$ cat config.mk
export PLATFORM = sky130hd
export DESIGN_NAME = pwm_ctrl
export DESIGN_NICKNAME = d
export VERILOG_FILES = /design/src/design/pwm_pkg.sv /design/src/design/pwm_channel.sv /design/src/design/pwm_ctrl.sv
export SDC_FILE = /design/constraint.sdc
export NUM_CORES = 1
export LEC_CHECK = 0
export BUFFER_PORTS_ARGS = -buffer_cell sky130_fd_sc_hd__buf_4
export CAP_MARGIN = 10
export CORE_MARGIN = 5
export CORE_UTILIZATION = 43
export DETAILED_ROUTE_END_ITERATION = 7
export GPL_TIMING_DRIVEN = 0
export RECOVER_POWER = 100
export SLEW_MARGIN = 20
export SYNTH_ARGS = -nofsm -noshare
export SYNTH_HDL_FRONTEND = slang
export SYNTH_SLANG_ARGS = --single-unit
$ cat constraint.sdc
create_clock -name sys_clk_in -period 4.07 [get_ports sys_clk_in]
set_input_delay 1.0175 -clock sys_clk_in [delete_from_list [all_inputs] [get_ports sys_clk_in]]
set_output_delay 1.0175 -clock sys_clk_in [all_outputs]
set_load 0.03 [all_outputs]
$ cat src/design/pwm_pkg.sv
/*
 * shared constants of the four-channel pwm control block: register
 * indices, field positions, reset values and widths.
 * assumes: the apb slave turns an index into a byte address as index*4.
 */
package pwm_pkg;

  // ********************************************************************
  // widths
  // ********************************************************************
  localparam int unsigned ADDR_W   = 16;
  localparam int unsigned DATA_W   = 32;
  localparam int unsigned REG_W    = 8;
  localparam int unsigned IDX_W    = 14;
  localparam int unsigned NUM_CH   = 4;
  localparam int unsigned PRE_W    = 7;

  // ********************************************************************
  // register indices (byte address is index times four)
  // ********************************************************************
  localparam logic [IDX_W-1:0] IDX_SELPOL  = 14'h1060;
  localparam logic [IDX_W-1:0] IDX_ENABLE  = 14'h1061;
  localparam logic [IDX_W-1:0] IDX_SCALE   = 14'h1062;
  localparam logic [IDX_W-1:0] IDX_TEST    = 14'h1063;
  localparam logic [IDX_W-1:0] IDX_DUTY0   = 14'h1064;
  localparam logic [IDX_W-1:0] IDX_PERIOD0 = 14'h1068;
  localparam logic [IDX_W-1:0] IDX_PRESCL  = 14'h106c;

  // ********************************************************************
  // field positions
  // ********************************************************************
  localparam int unsigned POL_LSB   = 0;  // start_high_select[3:0]
  localparam int unsigned CSEL_LSB  = 4;  // channel_scaled_clock_select
  localparam int unsigned PREA_LSB  = 0;  // first_prescale_field, 2 bits
  localparam int unsigned PREB_LSB  = 4;  // second_prescale_field, 3 bits
  localparam int unsigned TREAD_BIT = 0;  // test_scaled_clock_readback

  // ********************************************************************
  // reset values
  // ********************************************************************
  localparam logic [REG_W-1:0] RST_REG    = 8'h00;
  localparam logic [REG_W-1:0] RST_PERIOD = 8'hff;
  localparam logic [REG_W-1:0] CNT_ZERO   = 8'h00;
  localparam logic [REG_W-1:0] CNT_ONE    = 8'h01;

endpackage

$ cat src/design/pwm_channel.sv
/*
 * one 8-bit pwm channel: clock gate synchroniser, period counter and
 * output flip-flop with polarity select.
 * assumes: tick_in is a one-cycle pulse on sys_clk_in marking one edge
 * of the selected channel clock; settings come from same-clock flops.
 */
`timescale 1ns/1ps
module pwm_channel (
  input  wire logic                       sys_clk_in,
  input  wire logic                       sys_rst_in,
  input  wire logic                       clk_en_in,
  input  wire logic                       tick_in,
  input  wire logic                       enable_in,
  input  wire logic                       start_high_in,
  input  wire logic [pwm_pkg::REG_W-1:0]  duty_in,
  input  wire logic [pwm_pkg::REG_W-1:0]  period_in,
  output logic                            run_out,
  output logic                            wave_out
);
  import pwm_pkg::*;

  logic [REG_W-1:0] cnt_q;
  logic [REG_W-1:0] period_m1;
  logic             in_duty;

  // period of zero wraps to 256 counts
  assign period_m1 = period_in - CNT_ONE;
  assign in_duty   = (cnt_q < duty_in);

  // gate at edge
  // enable only switches on a channel clock edge, so no pulse is cut
  always_ff @(posedge sys_clk_in) begin
    if (sys_rst_in) begin
      run_out <= 1'b0;
    end else if (clk_en_in && tick_in) begin
      run_out <= enable_in;
    end
  end

  // period counter
  // counter restarts from zero whenever the channel is (re)started
  always_ff @(posedge sys_clk_in) begin
    if (sys_rst_in) begin
      cnt_q <= CNT_ZERO;
    end else if (clk_en_in && tick_in) begin
      if (!run_out || cnt_q == period_m1) begin
        cnt_q <= CNT_ZERO;
      end else begin
        cnt_q <= cnt_q + CNT_ONE;
      end
    end
  end

  // polarity select
  // start level until duty count, then the other level
  always_ff @(posedge sys_clk_in) begin
    if (sys_rst_in) begin
      wave_out <= 1'b0;
    end else if (clk_en_in) begin
      wave_out <= run_out && (start_high_in ? in_duty : !in_duty);
    end
  end
endmodule

$ cat src/design/pwm_ctrl.sv
/*
 * apb register file and clock generation of a four-channel 8-bit pwm
 * timer: prescaled clocks, scaled clock divider, per-channel clock
 * select, polarity, enable and port direction override.
 * assumes: apb master on sys_clk_in (the bus clock), test_mode_in from a
 * pin, port_dir_in from the same-clock port direction register.
 */
`timescale 1ns/1ps
module pwm_ctrl (
  input  wire logic                         sys_clk_in,
  input  wire logic                         sys_rst_in,
  input  wire logic                         clk_en_in,
  input  wire logic                         psel_in,
  input  wire logic                         penable_in,
  input  wire logic                         pwrite_in,
  input  wire logic [pwm_pkg::ADDR_W-1:0]   paddr_in,
  input  wire logic [pwm_pkg::DATA_W-1:0]   pwdata_in,
  output logic      [pwm_pkg::DATA_W-1:0]   prdata_out,
  output logic                              pready_out,
  output logic                              pslverr_out,
  input  wire logic                         test_mode_in,
  input  wire logic [pwm_pkg::NUM_CH-1:0]   port_dir_in,
  output logic      [pwm_pkg::NUM_CH-1:0]   port_oe_out,
  output logic      [pwm_pkg::NUM_CH-1:0]   pwm_out
);
  import pwm_pkg::*;

  // ********************************************************************
  // registers and internal signals
  // ********************************************************************
  logic [REG_W-1:0]  selpol_q;
  logic [REG_W-1:0]  enable_q;
  logic [REG_W-1:0]  scale_q;
  logic [REG_W-1:0]  test_q;
  logic [REG_W-1:0]  prescl_q;
  logic [REG_W-1:0]  duty_q   [NUM_CH];
  logic [REG_W-1:0]  period_q [NUM_CH];

  logic [PRE_W-1:0]  pre_cnt_q;
  logic [REG_W-1:0]  scale_cnt_q;
  logic              clk_s_q;
  logic              test_sync1_q;
  logic              test_sync2_q;

  logic [PRE_W-1:0]  mask_a;
  logic [PRE_W-1:0]  mask_b;
  logic              tick_a;
  logic              tick_b;
  logic              tick_s;
  logic              s_wrap;
  logic [REG_W-1:0]  scale_m1;

  logic [NUM_CH-1:0] ch_tick;
  logic [NUM_CH-1:0] ch_run;
  logic [NUM_CH-1:0] ch_wave;

  logic              access;
  logic              do_write;
  logic [IDX_W-1:0]  idx;
  logic              idx_ok;
  logic              wr_scale;
  logic [REG_W-1:0]  rd_byte;
  logic              duty_hit;
  logic              period_hit;
  logic [1:0]        sub_idx;

  // ********************************************************************
  // apb decode
  // ********************************************************************

  // one wait state: pready rises in the second access cycle
  assign access   = psel_in && penable_in;
  assign do_write = access && pready_out && pwrite_in;
  assign idx      = paddr_in[ADDR_W-1:2];
  assign sub_idx  = idx[1:0];

  // duty and period registers sit in blocks of four indices
  assign duty_hit   = (idx[IDX_W-1:2] == IDX_DUTY0[IDX_W-1:2]);
  assign period_hit = (idx[IDX_W-1:2] == IDX_PERIOD0[IDX_W-1:2]);

  // index map and read multiplexer
  always_comb begin
    idx_ok  = 1'b1;
    rd_byte = RST_REG;
    if (paddr_in[1:0] != 2'h0) begin
      idx_ok = 1'b0;
    end else if (idx == IDX_SELPOL) begin
      rd_byte = selpol_q;
    end else if (idx == IDX_ENABLE) begin
      rd_byte = enable_q;
    end else if (idx == IDX_SCALE) begin
      // test readback
      // test path shows the live scaling counter, not the divisor
      if (test_sync2_q && test_q[TREAD_BIT]) begin
        rd_byte = scale_cnt_q;
      end else begin
        rd_byte = scale_q;
      end
    end else if (idx == IDX_TEST) begin
      rd_byte = test_q;
    end else if (duty_hit) begin
      rd_byte = duty_q[sub_idx];
    end else if (period_hit) begin
      rd_byte = period_q[sub_idx];
    end else if (idx == IDX_PRESCL) begin
      rd_byte = prescl_q;
    end else begin
      idx_ok = 1'b0;
    end
  end

  assign wr_scale = do_write && idx_ok && (idx == IDX_SCALE);

  // answer: pready, read data and error all change together
  always_ff @(posedge sys_clk_in) begin
    if (sys_rst_in) begin
      pready_out  <= 1'b0;
      pslverr_out <= 1'b0;
      prdata_out  <= '0;
    end else if (clk_en_in) begin
      pready_out  <= access && !pready_out;
      pslverr_out <= access && !pready_out && !idx_ok;
      if (access && !pready_out && !pwrite_in) begin
        prdata_out <= {{(DATA_W-REG_W){1'b0}}, rd_byte};
      end
    end
  end

  // ********************************************************************
  // software registers
  // ********************************************************************

  // control registers, written only at the completing edge
  always_ff @(posedge sys_clk_in) begin
    if (sys_rst_in) begin
      selpol_q <= RST_REG;
      enable_q <= RST_REG;
      scale_q  <= RST_REG;
      test_q   <= RST_REG;
      prescl_q <= RST_REG;
    end else if (clk_en_in && do_write && idx_ok) begin
      if (idx == IDX_SELPOL) begin
        selpol_q <= pwdata_in[REG_W-1:0];
      end else if (idx == IDX_ENABLE) begin
        enable_q <= pwdata_in[REG_W-1:0];
      end else if (idx == IDX_SCALE) begin
        scale_q <= pwdata_in[REG_W-1:0];
      end else if (idx == IDX_TEST) begin
        test_q <= pwdata_in[REG_W-1:0];
      end else if (idx == IDX_PRESCL) begin
        prescl_q <= pwdata_in[REG_W-1:0];
      end
    end
  end

  // duty and period per channel
  always_ff @(posedge sys_clk_in) begin
    if (sys_rst_in) begin
      for (int i = 0; i < NUM_CH; i++) begin
        duty_q[i]   <= RST_REG;
        period_q[i] <= RST_PERIOD;
      end
    end else if (clk_en_in && do_write && idx_ok) begin
      if (duty_hit) begin
        duty_q[sub_idx] <= pwdata_in[REG_W-1:0];
      end else if (period_hit) begin
        period_q[sub_idx] <= pwdata_in[REG_W-1:0];
      end
    end
  end

  // test pin comes from outside: two flops before use
  always_ff @(posedge sys_clk_in) begin
    if (sys_rst_in) begin
      test_sync1_q <= 1'b0;
      test_sync2_q <= 1'b0;
    end else if (clk_en_in) begin
      test_sync1_q <= test_mode_in;
      test_sync2_q <= test_sync1_q;
    end
  end

  // ********************************************************************
  // prescaled clocks
  // ********************************************************************

  // free-running prescaler; ticks mark the last bus cycle of each period
  always_ff @(posedge sys_clk_in) begin
    if (sys_rst_in) begin
      pre_cnt_q <= '0;
    end else if (clk_en_in) begin
      pre_cnt_q <= pre_cnt_q + PRE_W'(1);
    end
  end

  assign mask_a = PRE_W'((8'h01 << prescl_q[PREA_LSB +: 2]) - 8'h01);
  assign tick_a = ((pre_cnt_q & mask_a) == mask_a);

  assign mask_b = PRE_W'((8'h01 << prescl_q[PREB_LSB +: 3]) - 8'h01);
  assign tick_b = ((pre_cnt_q & mask_b) == mask_b);

  // ********************************************************************
  // scaled clock
  // ********************************************************************

  // divisor of zero wraps to 255 here, giving the 256 count
  assign scale_m1 = scale_q - CNT_ONE;
  assign s_wrap   = tick_a && (scale_cnt_q == scale_m1);
  assign tick_s   = s_wrap && !clk_s_q;

  // write clears counter
  // a write wins over counting so the new divisor starts clean
  always_ff @(posedge sys_clk_in) begin
    if (sys_rst_in) begin
      scale_cnt_q <= CNT_ZERO;
    end else if (clk_en_in) begin
      if (wr_scale) begin
        scale_cnt_q <= CNT_ZERO;
      end else if (s_wrap) begin
        scale_cnt_q <= CNT_ZERO;
      end else if (tick_a) begin
        scale_cnt_q <= scale_cnt_q + CNT_ONE;
      end
    end
  end

  always_ff @(posedge sys_clk_in) begin
    if (sys_rst_in) begin
      clk_s_q <= 1'b0;
    end else if (clk_en_in && s_wrap && !wr_scale) begin
      clk_s_q <= !clk_s_q;
    end
  end

  // ********************************************************************
  // channels
  // ********************************************************************
  genvar g;
  generate
    for (g = 0; g < NUM_CH; g++) begin : g_ch
      // pair select: low pair on prescaler a, high pair on prescaler b
      // select may switch at any time; a cut pulse is accepted
      if (g < 2) begin : g_a
        assign ch_tick[g] = selpol_q[CSEL_LSB+g] ? tick_s : tick_a;
      end else begin : g_b
        assign ch_tick[g] = selpol_q[CSEL_LSB+g] ? tick_s : tick_b;
      end

      pwm_channel u_ch (
        .sys_clk_in    (sys_clk_in),
        .sys_rst_in    (sys_rst_in),
        .clk_en_in     (clk_en_in),
        .tick_in       (ch_tick[g]),
        .enable_in     (enable_q[g]),
        .start_high_in (selpol_q[POL_LSB+g]),
        .duty_in       (duty_q[g]),
        .period_in     (period_q[g]),
        .run_out       (ch_run[g]),
        .wave_out      (ch_wave[g])
      );
    end
  endgenerate

  // ********************************************************************
  // port pins
  // ********************************************************************

  // enable forces output
  // direction input is never written, so it rules again once disabled
  always_ff @(posedge sys_clk_in) begin
    if (sys_rst_in) begin
      port_oe_out <= '0;
    end else if (clk_en_in) begin
      port_oe_out <= enable_q[NUM_CH-1:0] | port_dir_in;
    end
  end

  // channel to port bit
  // channel n drives port bit n once its gate has opened
  always_ff @(posedge sys_clk_in) begin
    if (sys_rst_in) begin
      pwm_out <= '0;
    end else if (clk_en_in) begin
      pwm_out <= ch_wave & ch_run;
    end
  end
endmodule

==> impl_metrics.csv <==
group,metric,value,unit
timing,hold_viol,0,
setup_path,critPathCaptureType,"flip-flop",
timing,worstMarginPinSlew,1.36,ns
yosys,synth_common_cells,"124 x nand2_1, 116 x dfxtp_1, 78 x nor2_1",
worst_hold_path,worstHoldEndpoint,"enable_q[7]",
drt,ant_nets,0,
yosys,yosys_warnings,0,
clock_network,cts_root_buffer,"clkbuf_16",
clock_network,hold_buffers,0,
power_and_ir_drop,netSwitchingPower,0.000981,W
power_and_ir_drop,combPwrFrac,7.6,%
yosys,synth.area.top_cells,"dfxtp_1 23%, edfxtp_1 19%, mux4_2 5.3%, ha_1 4.8%, nand2_1 4.5%",
setup_path,slowest_delay,0.65,ns
layout,final_util,49.4,%
clock_network,ctsResizeCount,0,
setup_path,r2r-start,"pre_cnt_q[0]",
drt,vias,8710,
job,max_cap_violations,0,
drt,drt-initial-drc-count,1032,
timing,max_freq,266,MHz
power_and_ir_drop,power.internal,0.00286,W
power_and_ir_drop,peakVddDrop,0.194,mV
placement,io_buffer_count,49,
setup_path,rrSetupSlack,0.32,ns
placement,dpl.cell_count,1497,
setup_path,worstPathCellList,"inv_1 -> o221ai_1 -> nand4_1 -> nor2_1 -> a31oi_1 -> nand4b_1 -> o31ai_1",
layout,area_growth,12.9,%
setup_path,r2r_cells,7,
floorplanning,io-pin-count,101,
yosys,ys_seq_elements,180,
floorplanning,die-area,0.0271,mm2
power_and_ir_drop,p_clk_share,42.9,%
yosys,netlist_instances,1106,
global_routing,grt_pass1_vias,8101,
setup_path,r2r_end,"g_ch[2].u_ch.cnt_q[3]",
drt,drt_wl_total,32000,um
placement,dpl_cell_area,0.0111,mm2
timing,holdWs,0.453,ns
drt,drc,0,
yosys,synth-edff-count,64,
layout,fillers,2196,
placement,hpwl,23900,um
placement,pre_cts_ws,-0.164,ns
timing,max-slew-margin-rel,8.71,%
yosys,yosysTopAreaCell,"dfxtp_1",
drt,routed_via_density,5.70,
clock_network,cts.sinks,180,
layout,fin_cells,1529,
timing,fin_crit,3.75,ns
setup_path,cp-start-kind,"flip-flop",
floorplanning,coreArea,0.0235,mm2
setup_path,cp_max_fo,10,
global_routing,grt_overflow,0,
layout,antennaDiodeCount,0,
power_and_ir_drop,switching_share,25.6,%
clock_network,clock_path_buffers,2,
worst_hold_path,min_from,"enable_q[7]",
timing,finalSetupViolCount,0,
yosys,synthFlopType,"dfxtp_1",
setup_path,critPathTopFamily,"compound AO/OA/AOI/OAI gates",
setup_path,path_class,"flip-flop to flip-flop",
floorplanning,die_h,165,um
worst_hold_path,worst_hold_path.num_cells,2,
timing,drv_slew,0,
floorplanning,rows,56,
drt,wl_per_cell,20.9,um
setup_path,path_buf_inv,1,
setup_path,slowest_stage,"a31oi_1",
clock_network,post_cts.repair.setup_buffers,0,
setup_path,crit_required,4.42,ns
clock_network,insertion_delay,0.44,ns
placement,gp_congestion,0.966,
drt,drt_first_pass_iters,5,
worst_hold_path,min-delay-path-class,"flip-flop to flip-flop",
yosys,syn_area,0.0103,mm2
timing,fin_worst_skew,0.0149,ns
global_routing,grt_pass1_wl,48300,um
power_and_ir_drop,cellPowerDensity,331,mW/mm2
timing,fin_crit_sh,92.2,%
global_routing,antenna_found_initial,0,
power_and_ir_drop,seqPwrFrac,49.5,%
clock_network,cts_tree,"done",
yosys,synth.most_common_cell,"nand2_1",
global_routing,grt_max_degree,17,
layout,fin_area,0.0116,mm2
yosys,synth_cell_types,68,
outcome,status,"complete, no violations",
floorplanning,initial_core_util,43.7,%
clock_network,ctsHtreeMaxLevel,4,
global_routing,track_usage,23.8,%
floorplanning,die_w,165,um
yosys,avgSynthCellArea,9.28,um2
timing,setup_ws,0.317,ns
timing,rsz0062_at_grt,"no",
yosys,yosysSeqAreaShare,41.3,%
layout,final_nets,1295,
power_and_ir_drop,power_leakage,4.38,nW
layout,drive_above_1_share,10.3,%
setup_path,worstPathArrival,4.11,ns
clock_network,numCtsBuffers,17,
yosys,yosysTopAreaCellShare,22.6,%
clock_network,clk_pin_slew_worst_paths,0.07,ns
yosys,async_flop_share,0,%
area by class of cell:
class	instances	area [um2]	area share, %
buffer	80	394	3.40
clock buffer	19	454	3.92
clock inverter	13	116	1.00
inverter	52	195	1.68
multi-input combinational	817	5490	47.4
sequential	180	4240	36.6
tap	319	399	3.44
timing repair buffer	49	293	2.53
registers in the layout, summed over array words and instances, names as in the netlist:
register	flops
g_ch.u_ch.cnt_q	32
pre_cnt_q	7
scale_q	8
scale_cnt_q	8
test_sync2_q	1
g_ch.u_ch.run_out	4
test_sync1_q	1
prescl_q	8
prdata_out	8
pslverr_out	1
g_ch.u_ch.wave_out	4
port_oe_out	4
duty_q	32
selpol_q	8
pwm_out	4
period_q	32
clk_s_q	1
test_q	8
pready_out	1
enable_q	8
kinds of logic after synthesis:
family | share of synthesized area (%)
and+or+nand+nor | 22.0
AOI/OAI and AO/OA | 12.3
DFF | 41.3
buffers and inverters | 5.78
xor gates and xnor gates | 6.06
muxes | 7.69
adders and majority gates | 4.75
other | 0.0365
worst max path at each step:
stage                       from                     to  slack, ns  cells after the start
floorplan            paddr_in[3]         period_q[2][0]       0.85                      8
global placement     paddr_in[3]         period_q[2][0]      -0.13                      5
detailed placement   paddr_in[3]         period_q[2][4]      -0.16                      5
CTS                  paddr_in[3]         period_q[2][7]       0.26                      5
global route        paddr_in[11]         period_q[0][7]       0.09                      8
finish              pre_cnt_q[0]  g_ch[2].u_ch.cnt_q[3]       0.32                      7
layout by cell type, fill, tap and decap left out, types with 37 or more instances in the layout:
cell type  synthesis  final
nor2_1            78     78
xor2_1            40     40
o21ai_0           40     42
buf_4             24     52
inv_1             52     52
nand2_1          124    124
ha_1              39     39
clkbuf_1          45     74
edfxtp_1          64     64
dfxtp_1          116    116
and3_1            39     39
a21oi_1           63     63
nand3_1           37     37
through the flow:
step / TNS, ns / total power (W)
after floorplan: 0 / 0.00212
after global routing: 0 / 0.00394
final: 0 / 0.00384
after global placement: -1.02 / 0.00223
after detailed placement: -1.46 / 0.00223
after CTS: 0 / 0.00385
worst min-delay path, delay by kind of cell, from the launching register on:
family | cells | cell delay [ns]
AO/OA/AOI/OAI | 1 | 0.05
flip-flops | 1 | 0.31
AND/OR/NAND/NOR | 1 | 0.05
per-layer routing:
| metal | wire [um] | global-route usage, % | vias up | share of wire [%] |
|---|---|---|---|---|
| met5 | 0 | 0 | - | 0 |
| met1 | 13900 | 33.0 | 4122 | 43 |
| met2 | 14200 | 37.0 | 396 | 44 |
| met3 | 2760 | 4.39 | 71 | 8.6 |
| met4 | 1170 | 9.26 | 0 | 3.6 |
| li1 | - | - | 4121 | - |
power groups by stage:
stage,clock [W],sequential [W],combinational (W)
floorplan,0,0.00194,0.000179
global placement,0,0.00194,0.000290
detailed placement,0,0.00194,0.000292
CTS,0.00165,0.00190,0.000293
global route,0.00173,0.00190,0.000311
finish,0.00165,0.00190,0.000291
Power figures use the tool's default switching activity.
